<file path="config.mk">
export PLATFORM = sky130hd
export DESIGN_NAME = ccp_unit
export DESIGN_NICKNAME = d
export VERILOG_FILES = /design/src/rtl/ccp_pkg.sv /design/src/rtl/ccp_edge.sv /design/src/rtl/ccp_unit.sv
export VERILOG_INCLUDE_DIRS = /design/src /design/src/rtl
export SDC_FILE = /design/constraint.sdc
export NUM_CORES = 1
export LEC_CHECK = 0
export BUFFER_PORTS_ARGS = -buffer_cell sky130_fd_sc_hd__buf_2
export CAP_MARGIN = 20
export CELL_PAD_IN_SITES_DETAIL_PLACEMENT = 0
export CELL_PAD_IN_SITES_GLOBAL_PLACEMENT = 2
export CORE_MARGIN = 2
export CORE_UTILIZATION = 27
export DETAILED_ROUTE_END_ITERATION = 16
export PLACE_DENSITY = 0.86
export SLEW_MARGIN = 10
export SYNTH_ARGS = -nofsm -noshare
export SYNTH_HDL_FRONTEND = slang
export SYNTH_SLANG_ARGS = --single-unit
</file>
<file path="constraint.sdc">
create_clock -name pclk -period 2.28 [get_ports pclk]
set_input_delay 0.114 -clock pclk [delete_from_list [all_inputs] [get_ports pclk]]
set_output_delay 0.114 -clock pclk [all_outputs]
set_load 0.01 [all_outputs]
</file>
<file path="src/rtl/ccp_map.svh">
// Register offsets, field positions, reset values and codes of the capture/compare/PWM unit.
`ifndef CCP_MAP_SVH
`define CCP_MAP_SVH

`define CCP_CTRL_IDX        8'h17
`define CCP_LOW_IDX         8'h15
`define CCP_HIGH_IDX        8'h16
`define CCP_STAT_IDX        8'h18
`define CCP_MASK_IDX        8'h19
`define CCP_CTRL_RESET      8'h00
`define CCP_CTRL_WMASK      8'h3F
`define CCP_DUTY_LSB        4
`define CCP_MODE_LSB        0
`define CCP_MODE_OFF        4'h0
`define CCP_MODE_CAP_FALL   4'h4
`define CCP_MODE_CAP_RISE   4'h5
`define CCP_MODE_CAP_4TH    4'h6
`define CCP_MODE_CAP_16TH   4'h7
`define CCP_MODE_CMP_SET    4'h8
`define CCP_MODE_CMP_CLR    4'h9
`define CCP_MODE_CMP_SOFT   4'hA
`define CCP_MODE_CMP_TRIG   4'hB
`define CCP_PRESCALE_4      4'h3
`define CCP_PRESCALE_16     4'hF
`define CCP_STAT_EVENT_BIT  0

`endif

</file>
<file path="src/rtl/ccp_pkg.sv">
// Types shared by the capture/compare/PWM unit.
package ccp_pkg;

    typedef struct packed {
        logic [15:0] t1_count;   // Timer1 count.
        logic [9:0]  t2_count;   // Timer2 count extended by two prescaler bits.
        logic        t2_period;  // Pulse at the start of a Timer2 period.
        logic        adc_on;     // Converter switched on.
    } ccp_timers_s;

    typedef struct packed {
        logic t1_reset;  // Pulse that clears the Timer1 count.
        logic adc_start; // Pulse that starts a conversion.
    } ccp_trig_s;

    typedef enum logic [3:0] {
        CCP_OFF     = 4'b0001,
        CCP_CAPTURE = 4'b0010,
        CCP_COMPARE = 4'b0100,
        CCP_PWM     = 4'b1000
    } ccp_kind_e;

endpackage : ccp_pkg

</file>
<file path="src/rtl/ccp_edge.sv">
// Pin edge detector with capture prescaler.
`timescale 1ns/1ps
`default_nettype none
`include "ccp_map.svh"

module ccp_edge (
    input  wire logic       pclk,      // Clock.
    input  wire logic       presetn,   // Asynchronous reset, active low.
    input  wire logic       clear,     // Unit not in a capture mode: resets prescaler.
    input  wire logic [3:0] mode,      // Mode field.
    input  wire logic       pin_in,    // Pin level, synchronous.
    output logic            cap_event  // One-cycle capture event.
);
    logic       pin_q;
    logic [3:0] pre_q;
    logic       rise;
    logic       fall;
    logic [3:0] limit;

    assign rise = pin_in & ~pin_q;
    assign fall = ~pin_in & pin_q;

    always_comb begin
        case (mode)
            `CCP_MODE_CAP_4TH:  limit = `CCP_PRESCALE_4;
            `CCP_MODE_CAP_16TH: limit = `CCP_PRESCALE_16;
            default:            limit = 4'h0;
        endcase
    end

    always_ff @(posedge pclk or negedge presetn) begin
        if (!presetn) begin
            pin_q <= 1'b0;
        end else begin
            pin_q <= pin_in;
        end
    end

    // Prescaler counts rising edges; leaving the capture modes or reaching the limit at a capture restarts it from a clean count.
    always_ff @(posedge pclk or negedge presetn) begin
        if (!presetn) begin
            pre_q <= 4'h0;
        end else if (clear) begin
            pre_q <= 4'h0;
        end else if (rise && (mode == `CCP_MODE_CAP_4TH || mode == `CCP_MODE_CAP_16TH)) begin
            pre_q <= (pre_q == limit) ? 4'h0 : pre_q + 4'h1;
        end
    end

    always_comb begin
        case (mode)
            `CCP_MODE_CAP_FALL:  cap_event = fall;
            `CCP_MODE_CAP_RISE:  cap_event = rise;
            `CCP_MODE_CAP_4TH,
            `CCP_MODE_CAP_16TH:  cap_event = rise && (pre_q == limit);
            default:             cap_event = 1'b0;
        endcase
    end
endmodule // ccp_edge

`default_nettype wire

</file>
<file path="src/rtl/ccp_unit.sv">
// Capture/compare/PWM unit with APB register access.
//
// Chosen here: register access over APB.
`timescale 1ns/1ps
`default_nettype none
`include "ccp_map.svh"

module ccp_unit (
    input  wire logic                pclk,      // Clock, 125 MHz.
    input  wire logic                presetn,   // Asynchronous reset, active low.
    input  wire logic                psel,      // APB select.
    input  wire logic                penable,   // APB enable.
    input  wire logic                pwrite,    // APB direction.
    input  wire logic [11:0]         paddr,     // APB byte address.
    input  wire logic [31:0]         pwdata,    // APB write data.
    output logic      [31:0]         prdata,    // APB read data.
    output logic                     pready,    // APB ready.
    output logic                     pslverr,   // APB error for unmapped address.
    input  wire ccp_pkg::ccp_timers_s timers,   // Timer state from the chip.
    input  wire logic                pin_in,    // Unit pin input level.
    output logic                     unit_pin,  // Unit pin output level.
    output var ccp_pkg::ccp_trig_s   trig,      // Special-event pulses.
    output logic                     irq        // Level interrupt.
);
    import ccp_pkg::*;

    logic [7:0]  ctrl_q;
    logic [7:0]  low_q;
    logic [7:0]  high_q;
    logic [7:0]  duty_hi_q;
    logic [1:0]  duty_lo_q;
    logic        stat_q;
    logic        mask_q;
    logic        pin_q;
    ccp_trig_s   trig_q;
    logic        irq_q;
    logic [31:0] rdata_q;
    logic        ready_q;
    logic        err_q;
    logic [3:0]  mode;
    ccp_kind_e   kind;
    logic        cap_event;
    logic        match;
    logic        event_set;
    logic        setup;
    logic        wr;
    logic [9:0]  idx;
    logic        mapped;
    logic        wr_ctrl;
    logic        wr_low;
    logic        wr_high;
    logic        access;
    logic        wr_stat;
    logic        wr_mask;
    logic        pwm_match;

    assign mode  = ctrl_q[`CCP_MODE_LSB +: 4];
    assign setup = psel && !penable;
    assign idx   = paddr[11:2];
    // Registers change only at the edge where the master sees pready, as the bus defines.
    assign access = psel && penable && ready_q;
    assign wr    = access && pwrite && mapped;

    assign mapped  = (idx == {2'b00, `CCP_CTRL_IDX}) || (idx == {2'b00, `CCP_LOW_IDX})
                  || (idx == {2'b00, `CCP_HIGH_IDX}) || (idx == {2'b00, `CCP_STAT_IDX})
                  || (idx == {2'b00, `CCP_MASK_IDX});
    assign wr_ctrl = wr && idx == {2'b00, `CCP_CTRL_IDX};
    assign wr_low  = wr && idx == {2'b00, `CCP_LOW_IDX};
    assign wr_high = wr && idx == {2'b00, `CCP_HIGH_IDX};
    assign wr_stat = wr && idx == {2'b00, `CCP_STAT_IDX};
    assign wr_mask = wr && idx == {2'b00, `CCP_MASK_IDX};

    always_comb begin
        if (mode == `CCP_MODE_OFF) begin
            kind = CCP_OFF;
        end else if (mode[3:2] == 2'b11) begin
            kind = CCP_PWM;
        end else if (mode[3]) begin
            kind = CCP_COMPARE;
        end else if (mode[2]) begin
            kind = CCP_CAPTURE;
        end else begin
            kind = CCP_OFF;
        end
    end

    ccp_edge u_edge (
        .pclk      (pclk),
        .presetn   (presetn),
        .clear     (kind != CCP_CAPTURE),
        .mode      (mode),
        .pin_in    (pin_in),
        .cap_event (cap_event)
    );

    // A match while Timer1 is held on the pair raises one event per entry, not per cycle.
    logic match_q;
    assign match = (kind == CCP_COMPARE) && (timers.t1_count == {high_q, low_q});
    always_ff @(posedge pclk or negedge presetn) begin
        if (!presetn) begin
            match_q <= 1'b0;
        end else begin
            match_q <= match;
        end
    end
    assign event_set = cap_event || (match && !match_q);

    // APB slave: answers in the access cycle, one wait-free phase.
    always_ff @(posedge pclk or negedge presetn) begin
        if (!presetn) begin
            ready_q <= 1'b0;
            err_q   <= 1'b0;
            rdata_q <= 32'h0000_0000;
        end else begin
            ready_q <= setup;
            err_q   <= setup && !mapped;
            rdata_q <= 32'h0000_0000;
            if (setup && !pwrite) begin
                case (idx)
                    {2'b00, `CCP_CTRL_IDX}: rdata_q <= {24'h00_0000, 2'b00, ctrl_q[5:0]};
                    {2'b00, `CCP_LOW_IDX}:  rdata_q <= {24'h00_0000, low_q};
                    {2'b00, `CCP_HIGH_IDX}: rdata_q <= {24'h00_0000, high_q};
                    {2'b00, `CCP_STAT_IDX}: rdata_q <= {31'h0000_0000, stat_q};
                    {2'b00, `CCP_MASK_IDX}: rdata_q <= {31'h0000_0000, mask_q};
                    default:                rdata_q <= 32'h0000_0000;
                endcase
            end
        end
    end

    assign prdata  = rdata_q;
    assign pready  = ready_q;
    assign pslverr = err_q;

    always_ff @(posedge pclk or negedge presetn) begin
        if (!presetn) begin
            ctrl_q <= `CCP_CTRL_RESET;
        end else if (wr_ctrl) begin
            ctrl_q <= pwdata[7:0] & `CCP_CTRL_WMASK;
        end
    end

    // The pair: software writes each byte; capture overwrites both at once.
    always_ff @(posedge pclk or negedge presetn) begin
        if (!presetn) begin
            low_q  <= 8'h00;
            high_q <= 8'h00;
        end else if (cap_event) begin
            {high_q, low_q} <= timers.t1_count;
        end else begin
            if (wr_low) begin
                low_q <= pwdata[7:0];
            end
            if (wr_high) begin
                high_q <= pwdata[7:0];
            end
        end
    end

    // Duty is latched at period start so a glitching mid-period write cannot truncate a pulse.
    always_ff @(posedge pclk or negedge presetn) begin
        if (!presetn) begin
            duty_hi_q <= 8'h00;
            duty_lo_q <= 2'b00;
        end else if (kind != CCP_PWM) begin
            duty_hi_q <= 8'h00;
            duty_lo_q <= 2'b00;
        end else if (timers.t2_period) begin
            duty_hi_q <= low_q;
            duty_lo_q <= ctrl_q[`CCP_DUTY_LSB +: 2];
        end
    end
    assign pwm_match = (timers.t2_count == {duty_hi_q, duty_lo_q});

    always_ff @(posedge pclk or negedge presetn) begin
        if (!presetn) begin
            pin_q <= 1'b0;
        end else begin
            case (kind)
                CCP_OFF: pin_q <= 1'b0;
                CCP_CAPTURE: pin_q <= 1'b0;
                CCP_COMPARE: begin
                    if (match && !match_q && mode == `CCP_MODE_CMP_SET) begin
                        pin_q <= 1'b1;
                    end else if (match && !match_q && mode == `CCP_MODE_CMP_CLR) begin
                        pin_q <= 1'b0;
                    end
                end
                CCP_PWM: begin
                    if (timers.t2_period) begin
                        pin_q <= (ctrl_q[`CCP_DUTY_LSB +: 2] != 2'b00) || (low_q != 8'h00);
                    end else if (pwm_match) begin
                        pin_q <= 1'b0;
                    end
                end
                default: pin_q <= 1'b0;
            endcase
        end
    end
    assign unit_pin = pin_q;

    always_ff @(posedge pclk or negedge presetn) begin
        if (!presetn) begin
            trig_q <= '0;
        end else begin
            trig_q.t1_reset  <= match && !match_q && mode == `CCP_MODE_CMP_TRIG;
            trig_q.adc_start <= match && !match_q && mode == `CCP_MODE_CMP_TRIG
                                && timers.adc_on;
        end
    end
    assign trig = trig_q;

    // Event flag: a set in the same cycle as a write-one clear wins.
    always_ff @(posedge pclk or negedge presetn) begin
        if (!presetn) begin
            stat_q <= 1'b0;
        end else if (event_set) begin
            stat_q <= 1'b1;
        end else if (wr_stat && pwdata[`CCP_STAT_EVENT_BIT]) begin
            stat_q <= 1'b0;
        end
    end

    always_ff @(posedge pclk or negedge presetn) begin
        if (!presetn) begin
            mask_q <= 1'b0;
            irq_q  <= 1'b0;
        end else begin
            if (wr_mask) begin
                mask_q <= pwdata[`CCP_STAT_EVENT_BIT];
            end
            irq_q <= stat_q && mask_q;
        end
    end
    assign irq = irq_q;

    // Register file and bus answer.
    a_ctrl_top_zero: assert property (@(posedge pclk) disable iff (!presetn)
        ctrl_q[7:6] == 2'b00)
        else $error("control top bits not zero");

    a_ctrl_write: assert property (@(posedge pclk) disable iff (!presetn)
        wr_ctrl |=> ctrl_q == ($past(pwdata[7:0]) & `CCP_CTRL_WMASK))
        else $error("control write lost");

    a_pair_low_write: assert property (@(posedge pclk) disable iff (!presetn)
        wr_low && !cap_event |=> low_q == $past(pwdata[7:0]))
        else $error("low byte write lost");

    a_pair_high_write: assert property (@(posedge pclk) disable iff (!presetn)
        wr_high && !cap_event |=> high_q == $past(pwdata[7:0]))
        else $error("high byte write lost");

    a_ready_after_setup: assert property (@(posedge pclk) disable iff (!presetn)
        setup |=> pready)
        else $error("no ready after setup");

    a_ready_single: assert property (@(posedge pclk) disable iff (!presetn)
        pready |=> !pready)
        else $error("ready held too long");

    a_err_unmapped: assert property (@(posedge pclk) disable iff (!presetn)
        setup && !mapped |=> pready && pslverr && prdata == 32'h0000_0000)
        else $error("unmapped access not refused");

    a_rdata_idle: assert property (@(posedge pclk) disable iff (!presetn)
        !pready |-> prdata == 32'h0000_0000)
        else $error("read data outside answer");

    // Mode behaviour of off, capture and compare.
    a_off_pin_low: assert property (@(posedge pclk) disable iff (!presetn)
        kind == CCP_OFF |=> !unit_pin)
        else $error("pin not low when off");

    a_off_no_event: assert property (@(posedge pclk) disable iff (!presetn)
        kind == CCP_OFF |-> !event_set)
        else $error("event while off");

    a_capture_pin_low: assert property (@(posedge pclk) disable iff (!presetn)
        kind == CCP_CAPTURE |=> !unit_pin)
        else $error("pin driven in capture");

    a_capture_copy: assert property (@(posedge pclk) disable iff (!presetn)
        cap_event |=> {high_q, low_q} == $past(timers.t1_count) && stat_q)
        else $error("capture did not copy timer");

    a_cmp_set_pin: assert property (@(posedge pclk) disable iff (!presetn)
        match && !match_q && mode == `CCP_MODE_CMP_SET |=> unit_pin && stat_q)
        else $error("set on match failed");

    a_cmp_clr_pin: assert property (@(posedge pclk) disable iff (!presetn)
        match && !match_q && mode == `CCP_MODE_CMP_CLR |=> !unit_pin && stat_q)
        else $error("clear on match failed");

    a_soft_pin_hold: assert property (@(posedge pclk) disable iff (!presetn)
        mode == `CCP_MODE_CMP_SOFT && $past(mode) == `CCP_MODE_CMP_SOFT |-> $stable(unit_pin))
        else $error("soft mode moved pin");

    a_trig_event: assert property (@(posedge pclk) disable iff (!presetn)
        match && !match_q && mode == `CCP_MODE_CMP_TRIG |=> trig.t1_reset && trig.adc_start == $past(timers.adc_on))
        else $error("special event wrong");

    a_trig_quiet: assert property (@(posedge pclk) disable iff (!presetn)
        !(match && !match_q && mode == `CCP_MODE_CMP_TRIG)
        |=> !trig.t1_reset && !trig.adc_start)
        else $error("special event without match");

    // Pulse-width behaviour.
    a_pwm_decode: assert property (@(posedge pclk) disable iff (!presetn)
        mode[3:2] == 2'b11 |-> kind == CCP_PWM)
        else $error("pwm mode not decoded");

    a_pwm_period: assert property (@(posedge pclk) disable iff (!presetn)
        kind == CCP_PWM && timers.t2_period && low_q != 8'h00 |=> unit_pin)
        else $error("pwm pin not high at period");

    a_pwm_duty_end: assert property (@(posedge pclk) disable iff (!presetn)
        kind == CCP_PWM && !timers.t2_period && pwm_match |=> !unit_pin)
        else $error("pwm pin not low at duty");

    a_duty_idle: assert property (@(posedge pclk) disable iff (!presetn)
        kind != CCP_PWM |=> duty_hi_q == 8'h00 && duty_lo_q == 2'b00)
        else $error("duty held outside pwm");

    // Event flag and interrupt.
    a_set_wins: assert property (@(posedge pclk) disable iff (!presetn)
        event_set |=> stat_q)
        else $error("event flag not set");

    a_stat_clear: assert property (@(posedge pclk) disable iff (!presetn)
        wr_stat && pwdata[`CCP_STAT_EVENT_BIT] && !event_set |=> !stat_q)
        else $error("event flag not cleared");

    a_irq_level: assert property (@(posedge pclk) disable iff (!presetn)
        stat_q && mask_q |=> irq)
        else $error("interrupt not raised");

    a_irq_masked: assert property (@(posedge pclk) disable iff (!presetn)
        !(stat_q && mask_q) |=> !irq)
        else $error("interrupt raised while masked");
endmodule // ccp_unit

`default_nettype wire

</file>
==> flow_summary.toml <==
[final_layout]
n_fill_cell = 1161
antenna_cells = 0
fin_area_um2 = 3790
layout-drive-gt1-share_pct = 35.7
syn2layout_area_growth_pct = 21.1
fin_nets = 442
final_core_util_pct = 33.3
fin_cells = 507

[clock_tree]
clkTransAtPathRegs_ns = 0.07
ctsResizeCount = 0
cts-htree-levels = 2
clk_path_buf_depth = 2
worstSkewPairLatency_ns = 0.29
ctsRootBufferMaster = "clkbuf_16"
cts_sinks = 54
cts_tree = "yes"
cts_buffers = 5
cts_setup_buffers = 0

[placed_design]
portBuffers = 65
hpwl_mm = 5.78
place_worst_setup_slack_ns = -0.214
place_congestion = 0.808
dp_cells = 496
placed_area_um2 = 3590

[floorplanning]
rows = 39
die-area_um2 = 12500
coreArea_um2 = 11400
ios = 116
die_w_um = 112
initial_utilization_pct = 27.5
die_y_um = 112

[hold_path]
holdPathStages = 2
worstHoldPathType = "in2reg"

[global_route]
antenna_found_initial = 0
grt_pass1_wl_mm = 12.1
grt.total_usage_pct = 12.2
grt_pass1_vias = 2297
grt_max_degree = 29
overflow = 0

[setup_path]
start_kind = "primary input"
cpMostUsedCell = "mux2_4"
cp-end-kind = "register"
cp_data_required_time_ns = 2.45
path_class = "in2reg"
crit_slowest_cell = "or4b_4"
r2r_cells = 5
r2r_setup_slack_ns = 0.18
critPathMaxFanout = 8
arrival_ns = 2.37
slowest_delay_ns = 0.52
cp_cell_sequence = "buf_2 -> or4b_4 -> or4_1 -> or3_1 -> buf_4 -> mux2_4 -> mux2_4"

[drt]
final_antenna_net_count = 0
met1_length_mm = 3.41
met3WireLength_um = 276
viasPerCell = 4.44
drtIter0Drc = 85
wire_per_inst_um = 14.7
routed_wl_mm = 7.47
via_count = 2252
dr.max_layer_used = "met4"
drc = 0
wl_met2_mm = 3.63
firstDrtPassIters = 4

[synthesis]
avgSynthCellArea_um2 = 10.9
ys_ff_latch = 54
yosysUniqueCellTypes = 44
synth_edf_count = 0
syn_area_um2 = 3130
ys_seq_area_share_pct = 43.2
syn_inst = 286
async_reset_ff_share_pct = 100
yosys_warnings = 0
synth-main-ff-cell = "dfrtp_1"

[pwr]
powerDensity_nw_per_um2 = 524
p_leak_nw = 1.93
ir_drop_mv = 0.317

[sta]
fin_crit_ns = 2.19
clock_skew_ns = 0.00463
rsz0062_at_grt = "false"
fin_ws_ns = 0.0871
fmax_mhz = 456
fin_crit_sh_pct = 96.2
tightestPinTransition_ns = 0.699
hold_viol_final = 0
setup_viol = 0
slew_violations = 0
slew_headroom_pct = 53.4
whs_ns = 0.0835

[run]
drv_cap = 0

[outcome]
status = "completed"
-- final timing paths --
| path | to | start |
|---|---|---|
| setup / recovery | low_q[7]$_DFFE_PN0P_ | paddr[7] |
| hold / removal | high_q[2]$_DFFE_PN0P_ | timers[22] |
| setup reg to reg | unit_pin$_DFFE_PN0P_ | low_q[7]$_DFFE_PN0P_ |
| hold reg to reg | irq$_DFF_PN0_ | mask_q$_DFFE_PN0P_ |
| max in group asynchronous | mask_q$_DFFE_PN0P_ | presetn |
| min in group asynchronous | prdata[5]$_DFF_PN0_ | presetn |
-- state kept, by name, indices dropped and copies added, names as in the netlist, 2 cells and up --
signal,flops
duty_hi_q,8
high_q,8
low_q,8
prdata,8
ctrl_q,6
u_edge.pre_q,4
duty_lo_q,2
trig,2
-- what timing repair did --
item,4_1_cts,5_1_grt
endpoints found under the setup margin,0,0
hold endpoints to repair,28,1
hold buffers,2,1
-- worst max-delay path: cells and delay by family --
| family | cells | cell delay, ns |
|---|---|---|
| AND/OR/NAND/NOR | 3 | 1.39 |
| multiplexers | 2 | 0.56 |
| buffers and inverters | 2 | 0.30 |
-- Yosys cell counts (3+ instances only) --
library cell   n  share of area, %
a21oi_1        8               1.3
a22oi_1        3              0.72
buf_4         24               5.8
clkbuf_1       5              0.60
dfrtp_1       54                43
inv_1          3              0.36
mux2_2        25               9.0
mux2_4        16               7.7
mux2i_1       16               5.1
nand2_1        7              0.84
nand2b_1       4              0.80
nand3_1        5              0.80
nor2_1        33               4.0
nor2b_1        3              0.60
nor3_1         7               1.1
nor3b_1        3              0.72
nor4_1         9               1.8
o21ai_0        4              0.64
xor2_1        25               7.0
-- cells by family (layout without fill, tap and decap cells) --
kind of cell | count (synthesis) | in the layout | share of synthesized area (%)
simple gates | 90 | 90 | 15.4
fa+ha+maj | 1 | 1 | 0.400
buf+inv | 35 | 90 | 7.33
xor+xnor | 27 | 27 | 7.57
flops | 54 | 54 | 43.2
compound gates | 21 | 21 | 4.12
mux | 57 | 57 | 21.8
other cells | 1 | 24 | 0.120
-- through the flow --
step | setup TNS (ns) | power, mW
floorplan | -0.127 | 1.08
global placement | -1.48 | 1.15
detailed placement | -1.63 | 1.15
CTS | 0 | 2.01
global route | 0 | 2.07
finish | 0 | 1.98
-- layer usage --
| metal | GRT usage, % | vias up |
|---|---|---|
| met4 | 4.53 | 0 |
| met3 | 2.67 | 9 |
| li1 | - | 1112 |
| met1 | 15.7 | 1087 |
| met2 | 20.4 | 44 |
| met5 | 0 | - |
-- layout by cell type, fill, tap and decap left out, drive strengths merged, types with 4 or more instances in the layout --
cell	Yosys	layout
a21oi	8	8
buf	27	76
clkbuf	5	7
conb	1	24
dfrtp	54	54
mux2	41	41
mux2i	16	16
nand2	7	7
nand2b	4	4
nand3	5	5
nor2	33	33
nor3	8	8
nor4	9	9
o21ai	4	4
xor2	25	25
-- power breakdown --
group	internal (mW)	leakage, nW	switching, mW
combinational	0.0656	1.10	0.103
sequential	0.960	0.750	0.00157
clock	0.520	0.0781	0.333
total	1.55	1.93	0.437
-- area by class of cell --
cell class,count,area (um^2),share of cell area [%]
clock buffers,7,133,3.50
clock inverters,1,30.0,0.793
inverters,3,11.3,0.297
multi-input cells,220,1630,43.1
flip-flops and latches,54,1350,35.7
well taps,143,179,4.73
repair buffers,79,450,11.9
No activity file was read; power rests on OpenSTA's default activity.
